### src/core/cycle_seq_defs.svh
// Timing counts and strobe patterns for the machine-cycle sequencer
`ifndef CYCLE_SEQ_DEFS_SVH
`define CYCLE_SEQ_DEFS_SVH
`define T_STATES_PER_BUS 3
`define IDLE_CMP_REPEAT 5
`define IDLE_CMP_DONE 3
`define IDLE_CMP_SINGLE 3
`define IDLE_BRANCH_TAKEN 2
`define IDLE_ONE 1
`define STROBE_IDLE 7'h7F
`define STROBE_FETCH1 7'h2A
`define STROBE_FETCH2 7'h6A
`define STROBE_MEM_RD 7'h7A
`define STROBE_MEM_WR 7'h79
`define STROBE_HALT 7'h0A
`endif

### src/core/cycle_seq_pkg.sv
// Types for the machine-cycle sequencer
package cycle_seq_pkg;
  typedef enum logic [3:0] {
    instr_single = 4'h0,
    instr_single_idle = 4'h1,
    instr_prefixed = 4'h2,
    instr_compare = 4'h3,
    instr_compare_repeat = 4'h4,
    instr_branch = 4'h5,
    instr_ex_stack = 4'h6,
    instr_ex_stack_idx = 4'h7,
    instr_halt = 4'h8,
    instr_inc_mem = 4'h9,
    instr_enable_int = 4'hA
  } instr_class_e;
  typedef enum logic [2:0] {
    addr_opcode = 3'h0,
    addr_operand = 3'h1,
    addr_pointer = 3'h2,
    addr_stack = 3'h3,
    addr_stack_plus1 = 3'h4,
    addr_none = 3'h5
  } addr_src_e;
  typedef enum logic [2:0] {
    data_float = 3'h0,
    data_opcode = 3'h1,
    data_read = 3'h2,
    data_write_hi = 3'h3,
    data_write_lo = 3'h4
  } data_src_e;
  typedef struct packed {
    logic is_bus;
    logic [6:0] strobes;
    addr_src_e addr;
    data_src_e data;
    logic [2:0] idle_len;
    logic last;
  } mcycle_s;
endpackage

### src/core/bus_cycle_if.sv
// Carrier between the sequencer and its step table
`timescale 1ns/1ps
`default_nettype none
interface bus_cycle_if;
  import cycle_seq_pkg::*;
  instr_class_e instr;
  logic [3:0] step;
  logic repeat_go;
  logic branch_go;
  mcycle_s cyc;
  modport seq (output instr, output step, output repeat_go, output branch_go, input cyc);
  modport table_side (input instr, input step, input repeat_go, input branch_go, output cyc);
endinterface
`default_nettype wire

### src/core/cycle_step_table.sv
// Machine-cycle table: step index to bus cycle description
`timescale 1ns/1ps
`default_nettype none
`include "cycle_seq_defs.svh"
module cycle_step_table (
  bus_cycle_if.table_side tbl
);
  import cycle_seq_pkg::*;

  function automatic mcycle_s bus(input logic [6:0] s, input addr_src_e a, input data_src_e d, input logic l);
    bus = '{1'b1, s, a, d, 3'h0, l};
  endfunction

  function automatic mcycle_s idle(input logic [2:0] n, input logic l);
    idle = '{1'b0, `STROBE_IDLE, addr_none, data_float, n, l};
  endfunction

  always_comb begin
    tbl.cyc = bus(`STROBE_FETCH1, addr_opcode, data_opcode, 1'b1);
    unique case (tbl.instr)
      instr_single, instr_enable_int: begin
        tbl.cyc = bus(`STROBE_FETCH1, addr_opcode, data_opcode, 1'b1);
      end
      instr_single_idle: begin
        if (tbl.step != 4'h0) tbl.cyc = idle(3'(`IDLE_ONE), 1'b1);
        else tbl.cyc = bus(`STROBE_FETCH1, addr_opcode, data_opcode, 1'b0);
      end
      instr_prefixed: begin
        if (tbl.step != 4'h0) tbl.cyc = bus(`STROBE_FETCH2, addr_opcode, data_opcode, 1'b1);
        else tbl.cyc = bus(`STROBE_FETCH1, addr_opcode, data_opcode, 1'b0);
      end
      instr_compare, instr_compare_repeat: begin
        unique case (tbl.step)
          4'h0: tbl.cyc = bus(`STROBE_FETCH1, addr_opcode, data_opcode, 1'b0);
          4'h1: tbl.cyc = bus(`STROBE_FETCH2, addr_opcode, data_opcode, 1'b0);
          4'h2: tbl.cyc = bus(`STROBE_MEM_RD, addr_pointer, data_read, 1'b0);
          default: begin
            if (tbl.instr == instr_compare_repeat && tbl.repeat_go)
              tbl.cyc = idle(3'(`IDLE_CMP_REPEAT), 1'b1);
            else if (tbl.instr == instr_compare_repeat)
              tbl.cyc = idle(3'(`IDLE_CMP_DONE), 1'b1);
            else
              tbl.cyc = idle(3'(`IDLE_CMP_SINGLE), 1'b1);
          end
        endcase
      end
      instr_branch: begin
        unique case (tbl.step)
          4'h0: tbl.cyc = bus(`STROBE_FETCH1, addr_opcode, data_opcode, 1'b0);
          4'h1: tbl.cyc = idle(3'(`IDLE_ONE), 1'b0);
          4'h2: tbl.cyc = bus(`STROBE_MEM_RD, addr_operand, data_read, !tbl.branch_go);
          default: tbl.cyc = idle(3'(`IDLE_BRANCH_TAKEN), 1'b1);
        endcase
      end
      instr_ex_stack, instr_ex_stack_idx: begin
        unique case (tbl.step - ((tbl.instr == instr_ex_stack_idx) ? 4'h1 : 4'h0))
          4'h1: tbl.cyc = bus(`STROBE_MEM_RD, addr_stack, data_read, 1'b0);
          4'h2: tbl.cyc = bus(`STROBE_MEM_RD, addr_stack_plus1, data_read, 1'b0);
          4'h3: tbl.cyc = idle(3'(`IDLE_ONE), 1'b0);
          4'h4: tbl.cyc = bus(`STROBE_MEM_WR, addr_stack_plus1, data_write_hi, 1'b0);
          4'h5: tbl.cyc = bus(`STROBE_MEM_WR, addr_stack, data_write_lo, 1'b1);
          default: begin
            if (tbl.step == 4'h0) tbl.cyc = bus(`STROBE_FETCH1, addr_opcode, data_opcode, 1'b0);
            else tbl.cyc = bus(`STROBE_FETCH2, addr_opcode, data_opcode, 1'b0);
          end
        endcase
      end
      instr_halt: begin
        if (tbl.step != 4'h0) tbl.cyc = bus(`STROBE_HALT, addr_opcode, data_opcode, 1'b1);
        else tbl.cyc = bus(`STROBE_FETCH1, addr_opcode, data_opcode, 1'b0);
      end
      instr_inc_mem: begin
        unique case (tbl.step)
          4'h0: tbl.cyc = bus(`STROBE_FETCH1, addr_opcode, data_opcode, 1'b0);
          4'h1: tbl.cyc = bus(`STROBE_MEM_RD, addr_pointer, data_read, 1'b0);
          4'h2: tbl.cyc = idle(3'(`IDLE_ONE), 1'b0);
          default: tbl.cyc = bus(`STROBE_MEM_WR, addr_pointer, data_write_lo, 1'b1);
        endcase
      end
      default: tbl.cyc = bus(`STROBE_FETCH1, addr_opcode, data_opcode, 1'b1);
    endcase
  end
endmodule
`default_nettype wire

### src/core/machine_cycle_bus_sequencer.sv
// Machine-cycle bus sequencer top
// How it works
// - Opcode fetch: three states, fetch strobes low
// - Repeat compare continuing: five idle states after read
// - Repeat compare ending: three idle states only
// - Branch taken: idle, read offset, two idles
// - Branch: ignore DMA/refresh/release from the first idle on
// - Interrupt-enable fetch end: interrupts not sampled
`timescale 1ns/1ps
`default_nettype none
`include "cycle_seq_defs.svh"
module machine_cycle_bus_sequencer (
  input wire logic sys_clk_i,
  input wire logic reset_i,
  input wire logic start_i,
  input wire cycle_seq_pkg::instr_class_e instr_i,
  input wire logic counter_nonzero_i,
  input wire logic match_found_i,
  input wire logic halt_release_i,
  input wire logic bus_request_i,
  input wire logic int_request_i,
  input wire logic [7:0] read_data_i,
  output logic busy_o,
  output logic done_o,
  output cycle_seq_pkg::addr_src_e addr_src_o,
  output cycle_seq_pkg::data_src_e data_src_o,
  output logic data_oe_o,
  output logic [7:0] capture_data_o,
  output logic read_strobe_n_o,
  output logic write_strobe_n_o,
  output logic mem_request_n_o,
  output logic io_request_n_o,
  output logic fetch_cycle_n_o,
  output logic halt_line_n_o,
  output logic status_line_n_o,
  output logic bus_grant_o,
  output logic int_sample_o
);
  import cycle_seq_pkg::*;

  typedef enum logic [2:0] {
    st_idle = 3'b001,
    st_bus = 3'b010,
    st_inner = 3'b100
  } seq_state_e;

  bus_cycle_if link ();
  cycle_step_table u_table (.tbl(link.table_side));

  seq_state_e state;
  instr_class_e instr;
  logic [3:0] step;
  logic [1:0] tcount;
  logic [2:0] idle_left;
  logic repeat_go;
  logic branch_go;
  logic bus_locked;
  logic [2:0] rel_sync;
  logic rel_seen;
  logic [2:0] breq_sync;
  logic breq_seen;
  logic [2:0] irq_sync;
  logic irq_seen;
  logic cyc_end;

  assign link.instr = instr;
  assign link.step = step;
  assign link.repeat_go = repeat_go;
  assign link.branch_go = branch_go;

  ////////////////////////////////////////////////////////////////
  // Pin synchronisers, change counted when stages two and three agree
  always_ff @(posedge sys_clk_i or posedge reset_i) begin
    if (reset_i) begin
      rel_sync <= 3'h0;
      breq_sync <= 3'h0;
      irq_sync <= 3'h0;
      rel_seen <= 1'b0;
      breq_seen <= 1'b0;
      irq_seen <= 1'b0;
    end else begin
      rel_sync <= {rel_sync[1:0], halt_release_i};
      breq_sync <= {breq_sync[1:0], bus_request_i};
      irq_sync <= {irq_sync[1:0], int_request_i};
      if (rel_sync[1] == rel_sync[2]) rel_seen <= rel_sync[2];
      if (breq_sync[1] == breq_sync[2]) breq_seen <= breq_sync[2];
      if (irq_sync[1] == irq_sync[2]) irq_seen <= irq_sync[2];
    end
  end

  ////////////////////////////////////////////////////////////////
  // Cycle sequencing
  always_comb begin
    cyc_end = 1'b0;
    if (state == st_bus && !link.cyc.is_bus)
      cyc_end = (link.cyc.idle_len == 3'h1);
    else if (state == st_bus)
      cyc_end = (tcount == 2'(`T_STATES_PER_BUS - 1)) && !(instr == instr_halt && step != 4'h0 && !rel_seen);
    else if (state == st_inner)
      cyc_end = (idle_left == 3'h1);
  end

  always_ff @(posedge sys_clk_i or posedge reset_i) begin
    if (reset_i) begin
      state <= st_idle;
      instr <= instr_single;
      step <= 4'h0;
      tcount <= 2'h0;
      idle_left <= 3'h0;
      repeat_go <= 1'b0;
      branch_go <= 1'b0;
    end else begin
      unique case (state)
        st_idle: begin
          if (start_i) begin
            instr <= instr_i;
            repeat_go <= counter_nonzero_i && !match_found_i;
            branch_go <= counter_nonzero_i;
            step <= 4'h0;
            tcount <= 2'h0;
            state <= st_bus;
          end
        end
        st_bus, st_inner: begin
          if (state == st_bus && !cyc_end) tcount <= tcount + 2'h1;
          if (state == st_inner && !cyc_end) idle_left <= idle_left - 3'h1;
          if (cyc_end) begin
            tcount <= 2'h0;
            if (link.cyc.last) begin
              state <= st_idle;
            end else begin
              step <= step + 4'h1;
              state <= st_bus;
            end
          end
          if (cyc_end && !link.cyc.last) begin
            if (instr == instr_halt) step <= 4'h1;
          end
        end
        default: state <= st_idle;
      endcase
      // First idle state is spent in st_bus, the rest counted here
      if (state == st_bus && link.cyc.is_bus == 1'b0 && !cyc_end) begin
        state <= st_inner;
        idle_left <= link.cyc.idle_len - 3'h1;
      end
    end
  end

  ////////////////////////////////////////////////////////////////
  // Bus strobes, address and data selection
  always_ff @(posedge sys_clk_i or posedge reset_i) begin
    if (reset_i) begin
      {status_line_n_o, halt_line_n_o, fetch_cycle_n_o, io_request_n_o, mem_request_n_o,
       write_strobe_n_o, read_strobe_n_o} <= `STROBE_IDLE;
      addr_src_o <= addr_none;
      data_src_o <= data_float;
      data_oe_o <= 1'b0;
      capture_data_o <= 8'h00;
      busy_o <= 1'b0;
      done_o <= 1'b0;
    end else begin
      busy_o <= (state != st_idle);
      done_o <= busy_o && (state == st_idle);
      if (state == st_bus && link.cyc.is_bus) begin
        {status_line_n_o, halt_line_n_o, fetch_cycle_n_o, io_request_n_o, mem_request_n_o,
         write_strobe_n_o, read_strobe_n_o} <= link.cyc.strobes;
        addr_src_o <= link.cyc.addr;
        data_src_o <= link.cyc.data;
        data_oe_o <= (link.cyc.data == data_write_hi) || (link.cyc.data == data_write_lo);
      end else begin
        {status_line_n_o, halt_line_n_o, fetch_cycle_n_o, io_request_n_o, mem_request_n_o,
         write_strobe_n_o, read_strobe_n_o} <= `STROBE_IDLE;
        addr_src_o <= addr_none;
        data_src_o <= data_float;
        data_oe_o <= 1'b0;
      end
      if (state == st_bus && cyc_end && !read_strobe_n_o && !mem_request_n_o)
        capture_data_o <= read_data_i;
    end
  end

  ////////////////////////////////////////////////////////////////
  // Bus release at a machine-cycle end except within a branch after its fetch, interrupt sampling at instruction end except for interrupt-enable
  always_ff @(posedge sys_clk_i or posedge reset_i) begin
    if (reset_i) begin
      bus_locked <= 1'b0;
      bus_grant_o <= 1'b0;
      int_sample_o <= 1'b0;
    end else begin
      if (state == st_idle)
        bus_locked <= 1'b0;
      else if (instr == instr_branch && step != 4'h0)
        bus_locked <= 1'b1;
      bus_grant_o <= breq_seen && !bus_locked && (state == st_idle || cyc_end) &&
                     !(instr == instr_branch && state != st_idle && step != 4'h0);
      int_sample_o <= irq_seen && (state != st_idle) && cyc_end && link.cyc.last &&
                      (instr != instr_enable_int);
    end
  end
endmodule
`default_nettype wire

### config.mk
export PLATFORM = sky130hd
export DESIGN_NAME = machine_cycle_bus_sequencer
export DESIGN_NICKNAME = d
export VERILOG_FILES = /design/src/core/cycle_seq_pkg.sv /design/src/core/bus_cycle_if.sv /design/src/core/cycle_step_table.sv /design/src/core/machine_cycle_bus_sequencer.sv
export VERILOG_INCLUDE_DIRS = /design/src /design/src/core
export SDC_FILE = /design/constraint.sdc
export NUM_CORES = 1
export LEC_CHECK = 0
export BUFFER_PORTS_ARGS = -buffer_cell sky130_fd_sc_hd__buf_2
export CAP_MARGIN = 20
export CELL_PAD_IN_SITES_DETAIL_PLACEMENT = 1
export CELL_PAD_IN_SITES_GLOBAL_PLACEMENT = 1
export CORE_MARGIN = 2
export CORE_UTILIZATION = 35
export CTS_BUF_LIST = sky130_fd_sc_hd__clkbuf_4 sky130_fd_sc_hd__clkbuf_8
export CTS_CLUSTER_SIZE = 20
export DETAILED_ROUTE_END_ITERATION = 8
export PLACE_DENSITY_LB_ADDON = 0.1
export SYNTH_ARGS = -nofsm -noshare
export SYNTH_HDL_FRONTEND = slang
export SYNTH_SLANG_ARGS = --single-unit
### constraint.sdc
create_clock -name sys_clk_i -period 4.5 [get_ports sys_clk_i]
set_input_delay 1.125 -clock sys_clk_i [delete_from_list [all_inputs] [get_ports sys_clk_i]]
set_output_delay 1.125 -clock sys_clk_i [all_outputs]
set_load 0.05 [all_outputs]
After elaboration in Yosys (flattened, before gate mapping)
Index checks and enable logic that the tools add are counted.

word-level totals
  register bits after elaboration = 57
  bits in latches = 0
  RAM bits = 0
  memory bits (read-only) = 0
  output and inout bits = 26
  memories = 0

cells by class
  $add $sub $neg = 5
  multipliers = 0
  divide/modulo/power cells = 0
  $lt $le $gt $ge = 0
  equality and inequality tests = 33
  shifts and indexed selects = 0
  mux-type cells = 44
  bitwise operators = 1
  reduce and logical (&&, ||, !) cells = 53

operators by type and width
  operator                                       number
  case mux 18 bit (3 select lines)               3
  case mux 18 bit (7 select lines)               1
  case mux 18 bit (5 select lines)               1
  2-to-1 mux 17 bit                              2
  logical AND 1 bit                              26
  == test 4 x 3 -> 1 bit, second input constant  6
  2-to-1 mux 3 bit                               8
  2-to-1 mux 4 bit                               6
  == test 4 x 2 -> 1 bit, second input constant  5
  2-to-1 mux 18 bit                              1
  2-to-1 mux 16 bit                              1
  2-to-1 mux 1 bit                               14
  == test 4 x 1 -> 1 bit, second input constant  3
  logical NOT 1 bit                              11
  == test 3 x 1 -> 1 bit, second input constant  3
  != test 3 bit, second input constant           3
  == test 4 bit, second input constant           2
  2-to-1 mux 2 bit                               4
  case mux 4 bit (2 select lines)                1
  AND reduction 2 bit                            4
  nonzero test 2 bit                             4
  == test 3 x 2 -> 1 bit, second input constant  2
  == test 3 bit, second input constant           2
  case mux 3 bit (2 select lines)                1
  other kinds (16)                               22

Depth between registers and ports, before layout
Gate-level depths: netlist of the first run.

  depth after elaboration = 14
  depth in mapped cells = 15

Cells and area by module
A second synthesis of the first run with hierarchy kept.

second synthesis, totals
  cells, all modules = 326
  area total of the unflattened synthesis = 3295.7 um^2

modules (own cells, without submodules)
  module                       times used  cells an instance  area each (um^2)  sequential area each (um^2)
  machine_cycle_bus_sequencer  1           199                2482.4            1438.9
  cycle_step_table             1           127                813.3             0.0

Least setup slack after synthesis of the first run
No wires, ideal clock.

  path type = reg2reg
  start point = register instr[1]
  end point = register capture_data_o[0]
  setup time = 125 ps
  arrival = 3376 ps
  slack = 999 ps
  stages on the path, launching flop included = 15
  buffers on the path = 3
  path through = dfrtp_1 buf_2 buf_1 nand2_1 nor2_1 ha_1 ha_1 clkbuf_1 or3_1 o211ai_1 ha_1 o31ai_1 nand4_2 nor3b_4 mux2_4

on the way
  word-level cells in the longest chain between the ends = 12
  elaborated cells on any way between the ends = 35
  those cells by class = add/sub: 1; eq/ne: 15; mux: 7; reduce/logical: 12

RTL lines
  element                                                                   RTL line                            source
  start: declaration                                                        machine_cycle_bus_sequencer.sv:51   instr_class_e instr;
  start signal: assignment                                                  machine_cycle_bus_sequencer.sv:106  instr <= instr_single;
  start signal: assignment                                                  machine_cycle_bus_sequencer.sv:116  instr <= instr_i;
  parallel branches: the longest is 8 deep, another holds subtractor 4 bit  --
  2-to-1 mux 1 bit *                                                        machine_cycle_bus_sequencer.sv:95   if (state == st_bus && !link.cyc.is_bus)
  logical AND 1 bit * (3 in a row)                                          machine_cycle_bus_sequencer.sv:178  if (state == st_bus && cyc_end && !read_strobe_n_o && !mem_request_n_o)
  end signal: assignment                                                    machine_cycle_bus_sequencer.sv:179  capture_data_o <= read_data_i;
  end: declaration                                                          machine_cycle_bus_sequencer.sv:28   output logic [7:0] capture_data_o,

Every way passes the cells marked *.
A chain may end at the register's enable or synchronous reset.

Worst setup path after layout of the first run
  start point = register instr[3]
  end point = register capture_data_o[2]

Same word-level chain as after synthesis.

==> metrics.yaml, run 1 <==
outcome:
  status: "finished clean"
detailed_routing:
  dr.pass1.iters: 4
  wl_um: 7960
  viasPerCell: 5.35
  drt_iter0_markers: 107
  drc_errors: 0
  postRouteAntennaNets: 0
  wl_per_cell_um: 17.1
  vias: 2492
setup_path:
  cp_max_fo: 8
  cp_data_required_time_ns: 4.71
  reg2reg_to: "capture_data_o[2]"
  crit_path_end_kind: "flop"
  rrSetupSlack_ns: 0.71
  r2r-start: "instr[3]"
  rr_worst_depth: 14
  criticalPathCategory: "reg2reg"
  arrival_ns: 3.99
  cp-start-kind: "flop"
global_route:
  grt_first_pass_wirelength_um: 13200
  overflow: 0
  grt_pass1_vias: 2472
  grtUsageTotal_pct: 16.9
  grt_max_degree: 34
  antenna_found_initial: 0
clock_network:
  hold_buffers: 0
  tritoncts: "done"
  cts-buffers-inserted: 5
  clock_path_buffers: 2
  clock_sinks: 56
  cts-root-buf: "clkbuf_8"
  clk_latency_ns: 0.32
  path_clk_slew_ns: 0.11
  post_cts_buffers: 0
  post_cts_resize_count: 0
  htree_levels: 2
sta:
  clock.fmax_ghz: 0.264
  fin_crit_sh_pct: 84.1
  setup_viol: 0
  rsz0062_at_grt: "no"
  hold_viol: 0
  finalSetupTns_ns: 0
  relSlewSlack_pct: 40.3
  clock_skew_ns: 0.0144
  holdWs_ns: 0.358
  worstMarginPinSlew_ns: 0.883
  layout_min_cycle_time_ns: 3.79
  drv_slew: 0
placed_design:
  hpwl_um: 6050
  io_buffers: 44
  routabilityCongestion: 0.921
die:
  start_util_pct: 36.3
  core_area_um2: 8760
  rows: 34
  die_area_um2: 9850
  die_x_um: 99.3
  pin_count: 46
  die_h_um: 99.3
synthesis:
  synth_edf_count: 0
  synthCells: 316
  seq_area_frac_synth_pct: 44.5
  synth_cell_types: 64
  synth-main-ff-cell: "dfrtp_1"
  ys_seq_elements: 56
  ys.warnings.count: 0
  async_flop_share_pct: 100
  syn_nets: 347
  avgSynthCellArea_um2: 10.1
  netlist_area_um2: 3180
hold_path:
  min_path_type: "reg2reg"
  hold_depth: 0
  hold_start: "breq_sync[0]"
  hold_end: "breq_sync[1]"
layout:
  diodes: 0
  largest_register_ffs: 8
  final_cell_mix: "47 x dfrtp_1, 44 x buf_2, 34 x nand2_1"
  mostFrequentLayoutCell: "dfrtp_1"
  layout.nets: 388
  syn2layout_area_growth_pct: 12.6
  largestRegisters: "capture_data_o x8, instr x4, link.step x4"
  top_register: "capture_data_o"
  drive_gt1_share_pct: 28.2
power_and_ir_drop:
  peakVddDrop_mv: 0.170
  power.density_nw_per_um2: 608
  p_leak_nw: 1.62
run:
  cap_violations: 0
cells by family after synthesis:
group                      after synthesis  synth area share [%]
DFF                                     56                  44.5
xor gates and xnor gates                 8                  2.21
other                                    1                 0.118
muxes                                    9                  4.14
buffers and inverters                   30                  4.77
and+or+nand+nor                        124                  21.9
adders and majority gates               15                  5.59
AOI/OAI and AO/OA                       73                  16.8
cell usage after synthesis, drive strengths merged (9+ instances only):
cell type | instances | area share, %
nand2 | 34 | 4.0
mux2 | 9 | 4.1
dfstp | 9 | 7.4
o21ai | 19 | 3.1
nor2 | 23 | 2.7
a21oi | 11 | 1.7
nand3 | 13 | 2.2
ha | 11 | 4.3
dfrtp | 47 | 37
buf | 10 | 2.4
a31oi | 9 | 2.0
inv | 12 | 1.4
critical path: stages, from the launching register on:
cell and delay [ns]:
dfrtp_1 0.39, nor2b_1 0.33, nand2_1 0.26, nor2_1 0.15
ha_1 0.20, ha_1 0.24, xor2_1 0.20, or3_1 0.41
o211ai_1 0.29, ha_1 0.20, o31ai_1 0.08, nand4_2 0.20
nor3b_4 0.20, buf_4 0.22, mux2_4 0.31
per-layer routing:
layer  routed length, um  up-vias  GRT usage (%)  share of wire [%]
met3                 338        8           2.81                4.2
met2                3600       60           26.5                 45
met1                3930     1219           24.3                 49
met5                   0        -              0                  0
li1                    -     1205              -                  -
met4                  93        0           4.43                1.2
worst max-delay path by stage:
stage                     startpoint           endpoint  slack, ns  cells past startpoint
after global routing        instr[2]  capture_data_o[1]       0.39                     14
after floorplan             instr[1]  capture_data_o[0]        1.0                     14
final                       instr[3]  capture_data_o[2]       0.71                     14
after CTS                   instr[3]  capture_data_o[1]       0.70                     14
after global placement      instr[3]  capture_data_o[4]       0.74                     14
after detailed placement    instr[3]  capture_data_o[1]       0.72                     14
through the flow:
stage / cell area, um2 / instances / utilization (%) / worst slack [ns] / power [mW]
6_report: 3580 / 466 / 40.8 / 0.714 / 2.17
4_1_cts: 3580 / 466 / 40.8 / 0.696 / 2.19
2_1_floorplan: 3180 / 316 / - / 0.999 / 1.61
3_3_place_gp: 3490 / 458 / 39.8 / 0.741 / 1.89
3_5_place_dp: 3490 / 458 / 39.8 / 0.721 / 1.89
5_1_grt: 3580 / 466 / 40.8 / 0.393 / 2.33
area by class of cell:
class	instances	area, um2
flip-flops and latches	56	1410
clock buffers	6	76.3
clock inverters	2	13.8
inverters	12	45.0
well taps	108	135
repair buffers	52	280
multi-input cells	230	1610
fillers	1019	5190
report_power, final:
group          total, mW  internal [mW]  leakage (nW)  switching [mW]
clock              0.293          0.118        0.0490           0.175
combinational       1.15          0.377         0.873           0.768
sequential         0.734          0.641         0.700          0.0925
Note: power is estimated with default switching activity, not from simulation.
==> run 2, diff against run 1 <==
--- a/config.mk
+++ b/config.mk
@@ -6,6 +6,7 @@
 export SDC_FILE = /design/constraint.sdc
 export NUM_CORES = 1
 export LEC_CHECK = 0
+export ABC_AREA = 1
 export BUFFER_PORTS_ARGS = -buffer_cell sky130_fd_sc_hd__buf_2
 export CAP_MARGIN = 20
 export CELL_PAD_IN_SITES_DETAIL_PLACEMENT = 1
==> constraint.sdc (replaced) <==
create_clock -name sys_clk_i -period 3.65 [get_ports sys_clk_i]
set_input_delay 0.9125 -clock sys_clk_i [delete_from_list [all_inputs] [get_ports sys_clk_i]]
set_output_delay 0.9125 -clock sys_clk_i [all_outputs]
set_load 0.05 [all_outputs]
==> run 2 against run 1 <==
Count of clock-buffer cells in the layout increased by 2. Global-route usage grew 0.63 points. Clock skew fell by 0.0024 ns. Sequential power increased by 20%. Critical path depth is 4 higher. Clock power rose by 25%. Fmax rose by 24%. Utilization increased by 0.27 points. Die area shrank 2.2%. Synthesized area shrank 2.3%. Largest cell class unchanged. Highest routed layer unchanged.
==> metrics.yaml, run 2 <==
synthesis:
  synth.most_common_cell: "nand2_1"
  seq_area_frac_synth_pct: 45.5  # +1.0 points
  ys_seq_elements: 56  # unchanged
  synth.top_cells.by_count: "94 x nand2_1, 47 x dfrtp_1, 43 x inv_1"
  synth_area_leaders: "dfrtp_1 38%, nand2_1 11%, dfstp_2 7.6%, inv_1 5.2%, ha_1 4.4%"
  synthCells: 374  # +18%
  synth_top_area_share_pct: 37.9  # +0.87 points
  netlist_area_um2: 3100  # -2.3%
  synth_cell_types: 40  # -38%
  synth-main-ff-cell: "dfrtp_1"
  syn_nets: 405  # +17%
  async_flop_share_pct: 100  # unchanged
  ys.warnings.count: 0  # unchanged
  synth_edf_count: 0  # unchanged
  avgSynthCellArea_um2: 8.30  # -17%
  yosysTopAreaCell: "dfrtp_1"
global_route:
  overflow: 0  # unchanged
  grt_first_pass_wirelength_um: 13600  # +2.8%
  antenna_found_initial: 0  # unchanged
  grt_pass1_vias: 2750  # +11%
  grtUsageTotal_pct: 17.5  # +0.63 points
  grt_max_degree: 45  # +32%
placed_design:
  io_buffers: 44  # unchanged
  hpwl_um: 6170  # +2.0%
  routabilityCongestion: 0.884  # -4.0%
  placed_cells: 527  # +15%
detailed_routing:
  dr.pass1.iters: 4  # unchanged
  vias: 2615  # +4.9%
  wl_per_cell_um: 14.7  # -14%
  wl_um: 7870  # -1.2%
  drc_errors: 0  # unchanged
  drt_iter0_markers: 62  # -42%
  postRouteAntennaNets: 0  # unchanged
  viasPerCell: 4.89  # -8.6%
sta:
  hold_viol: 0  # unchanged
  setup_viol: 0  # unchanged
  relSlewSlack_pct: 35.5  # -4.9 points
  clock.fmax_ghz: 0.328  # +24%
  drv_slew: 0  # unchanged
  rsz0062_at_grt: "no"
  fin_crit_sh_pct: 83.5  # -0.61 points
  finalSetupTns_ns: 0  # unchanged
  worstMarginPinSlew_ns: 0.967  # +0.0840 ns
  layout_min_cycle_time_ns: 3.05  # -0.737 ns
  holdWs_ns: 0.357  # -0.000546 ns
  clock_skew_ns: 0.0121  # -0.00236 ns
power_and_ir_drop:
  finalPower_mw: 2.87  # +32%
  power.density_nw_per_um2: 804  # +32%
  peakVddDrop_mv: 0.285  # +68%
  p_leak_nw: 1.72  # +6.0%
setup_path:
  rr_worst_depth: 18  # +4
  rrSetupSlack_ns: 0.60  # -0.11 ns
  r2r-start: "instr[3]"
  cp-start-kind: "flop"
  cp_max_fo: 9  # +1
  crit_path_end_kind: "flop"
  arrival_ns: 3.25  # -0.74 ns
  reg2reg_to: "link.step[2]"
  cp_data_required_time_ns: 3.85  # -0.86 ns
  criticalPathCategory: "reg2reg"
layout:
  diodes: 0  # unchanged
  mostFrequentLayoutCell: "nand2_1"
  n_fill_cell: 1092  # +7.2%
  top_register: "capture_data_o"
  layout.nets: 457  # +18%
  largest_register_ffs: 8  # unchanged
  drive_gt1_share_pct: 25.1  # -3.2 points
  instances_no_fill: 535  # +15%
  largestRegisters: "capture_data_o x8, instr x4, link.step x4"
  syn2layout_area_growth_pct: 14.8
  final_cell_mix: "94 x nand2_1, 47 x dfrtp_1, 44 x buf_2"
clock_network:
  hold_buffers: 0  # unchanged
  htree_levels: 2  # unchanged
  cts-buffers-inserted: 5  # unchanged
  post_cts_buffers: 0  # unchanged
  clock_sinks: 56  # unchanged
  clk_latency_ns: 0.31  # about the same
  path_clk_slew_ns: 0.10  # about the same
  cts-root-buf: "clkbuf_8"
  clock_path_buffers: 2  # unchanged
  post_cts_resize_count: 0  # unchanged
  tritoncts: "done"
die:
  die_x_um: 98.2  # -1.1%
  start_util_pct: 35.8  # -0.48 points
  die_h_um: 98.2  # -1.1%
  core_area_um2: 8680  # -0.97%
  die_area_um2: 9640  # -2.2%
  pin_count: 46  # unchanged
  rows: 34  # unchanged
hold_path:
  hold_start: "rel_sync[0]"
  hold_end: "rel_sync[1]"
  hold_depth: 0  # unchanged
  min_path_type: "reg2reg"
outcome:
  status: "finished clean"
run:
  cap_violations: 0  # unchanged
## run 2: cell types whose count changed after synthesis, sizes merged, moves of 6 or more
| cell | before | now |
|---|---|---|
| nor3b | 6 | 0 |
| mux2 | 9 | 0 |
| buf | 10 | 2 |
| o21ai | 19 | 25 |
| inv | 12 | 49 |
| nand3 | 13 | 30 |
| nand2 | 34 | 108 |
| nand4 | 2 | 11 |
| nor2 | 23 | 41 |
| o31ai | 7 | 0 |
| clkbuf | 8 | 1 |
## run 2: through the flow
step                setup slack (ns)  area, um2  utilization (%)
floorplan                       1.07       3100                -
finish                         0.602       3560             41.1
CTS                            0.587       3560             41.1
global route                   0.277       3560             41.1
detailed placement             0.613       3470             40.0
global placement               0.694       3470             40.0
## run 2: cell families after synthesis
family / after synthesis / share of synthesized area, %
flip-flops: 56 / 45.5
adder cells (fa/ha/maj): 14 / 5.40
XOR/XNOR: 5 / 1.41
other: 1 / 0.121
buffers and inverters: 52 / 6.73
AO/OA/AOI/OAI: 48 / 9.35
AND/OR/NAND/NOR: 198 / 31.5
## run 2: cell type report
type	instances	area (um2)	area share, %
timing repair buffer	48	250	7.02
tap	108	135	3.79
clock buffer	8	97.6	2.74
sequential	56	1410	39.6
multi-input combinational	266	1480	41.6
inverter	49	186	5.23
## run 2: power by group
group	switching, mW	internal (mW)	leakage [nW]
Combinational	1.14	0.480	1.01
Clock	0.195	0.170	0.0523
Sequential	0.112	0.771	0.657
Total	1.44	1.42	1.72
## run 2: worst max-delay path, stage by stage, from the launching register on
cell and delay [ns]:
dfrtp_1 0.43, inv_1 0.11, nand2_1 0.11, nor2_1 0.19, ha_1 0.25, ha_1 0.20, xor2_1 0.26, nor2_2 0.08
nand2_1 0.09, nor2_1 0.06, inv_1 0.11, nand2_1 0.09, ha_1 0.18, o21ai_1 0.12, nand4_2 0.26, nand2_2 0.22
nand2_1 0.08, nand2_1 0.06, o21bai_1 0.06
## run 2: how the worst max path moves through the flow
stage,from,end,slack (ns),cells after the start
floorplan,instr[3],link.step[3],1.07,19
global placement,instr[3],capture_data_o[2],0.69,20
detailed placement,instr[3],capture_data_o[5],0.61,19
CTS,instr[3],capture_data_o[5],0.59,19
global route,instr[3],capture_data_o[1],0.28,20
finish,instr[3],link.step[2],0.60,18
## run 2: metal layers
| layer | vias up | routed length [um] | GRT usage (%) |
|---|---|---|---|
| met3 | 6 | 182 | 2.43 |
| met4 | 0 | 93 | 4.43 |
| met1 | 1258 | 3880 | 24.1 |
| met2 | 31 | 3720 | 29.2 |
| li1 | 1320 | - | - |
| met5 | - | 0 | 0 |
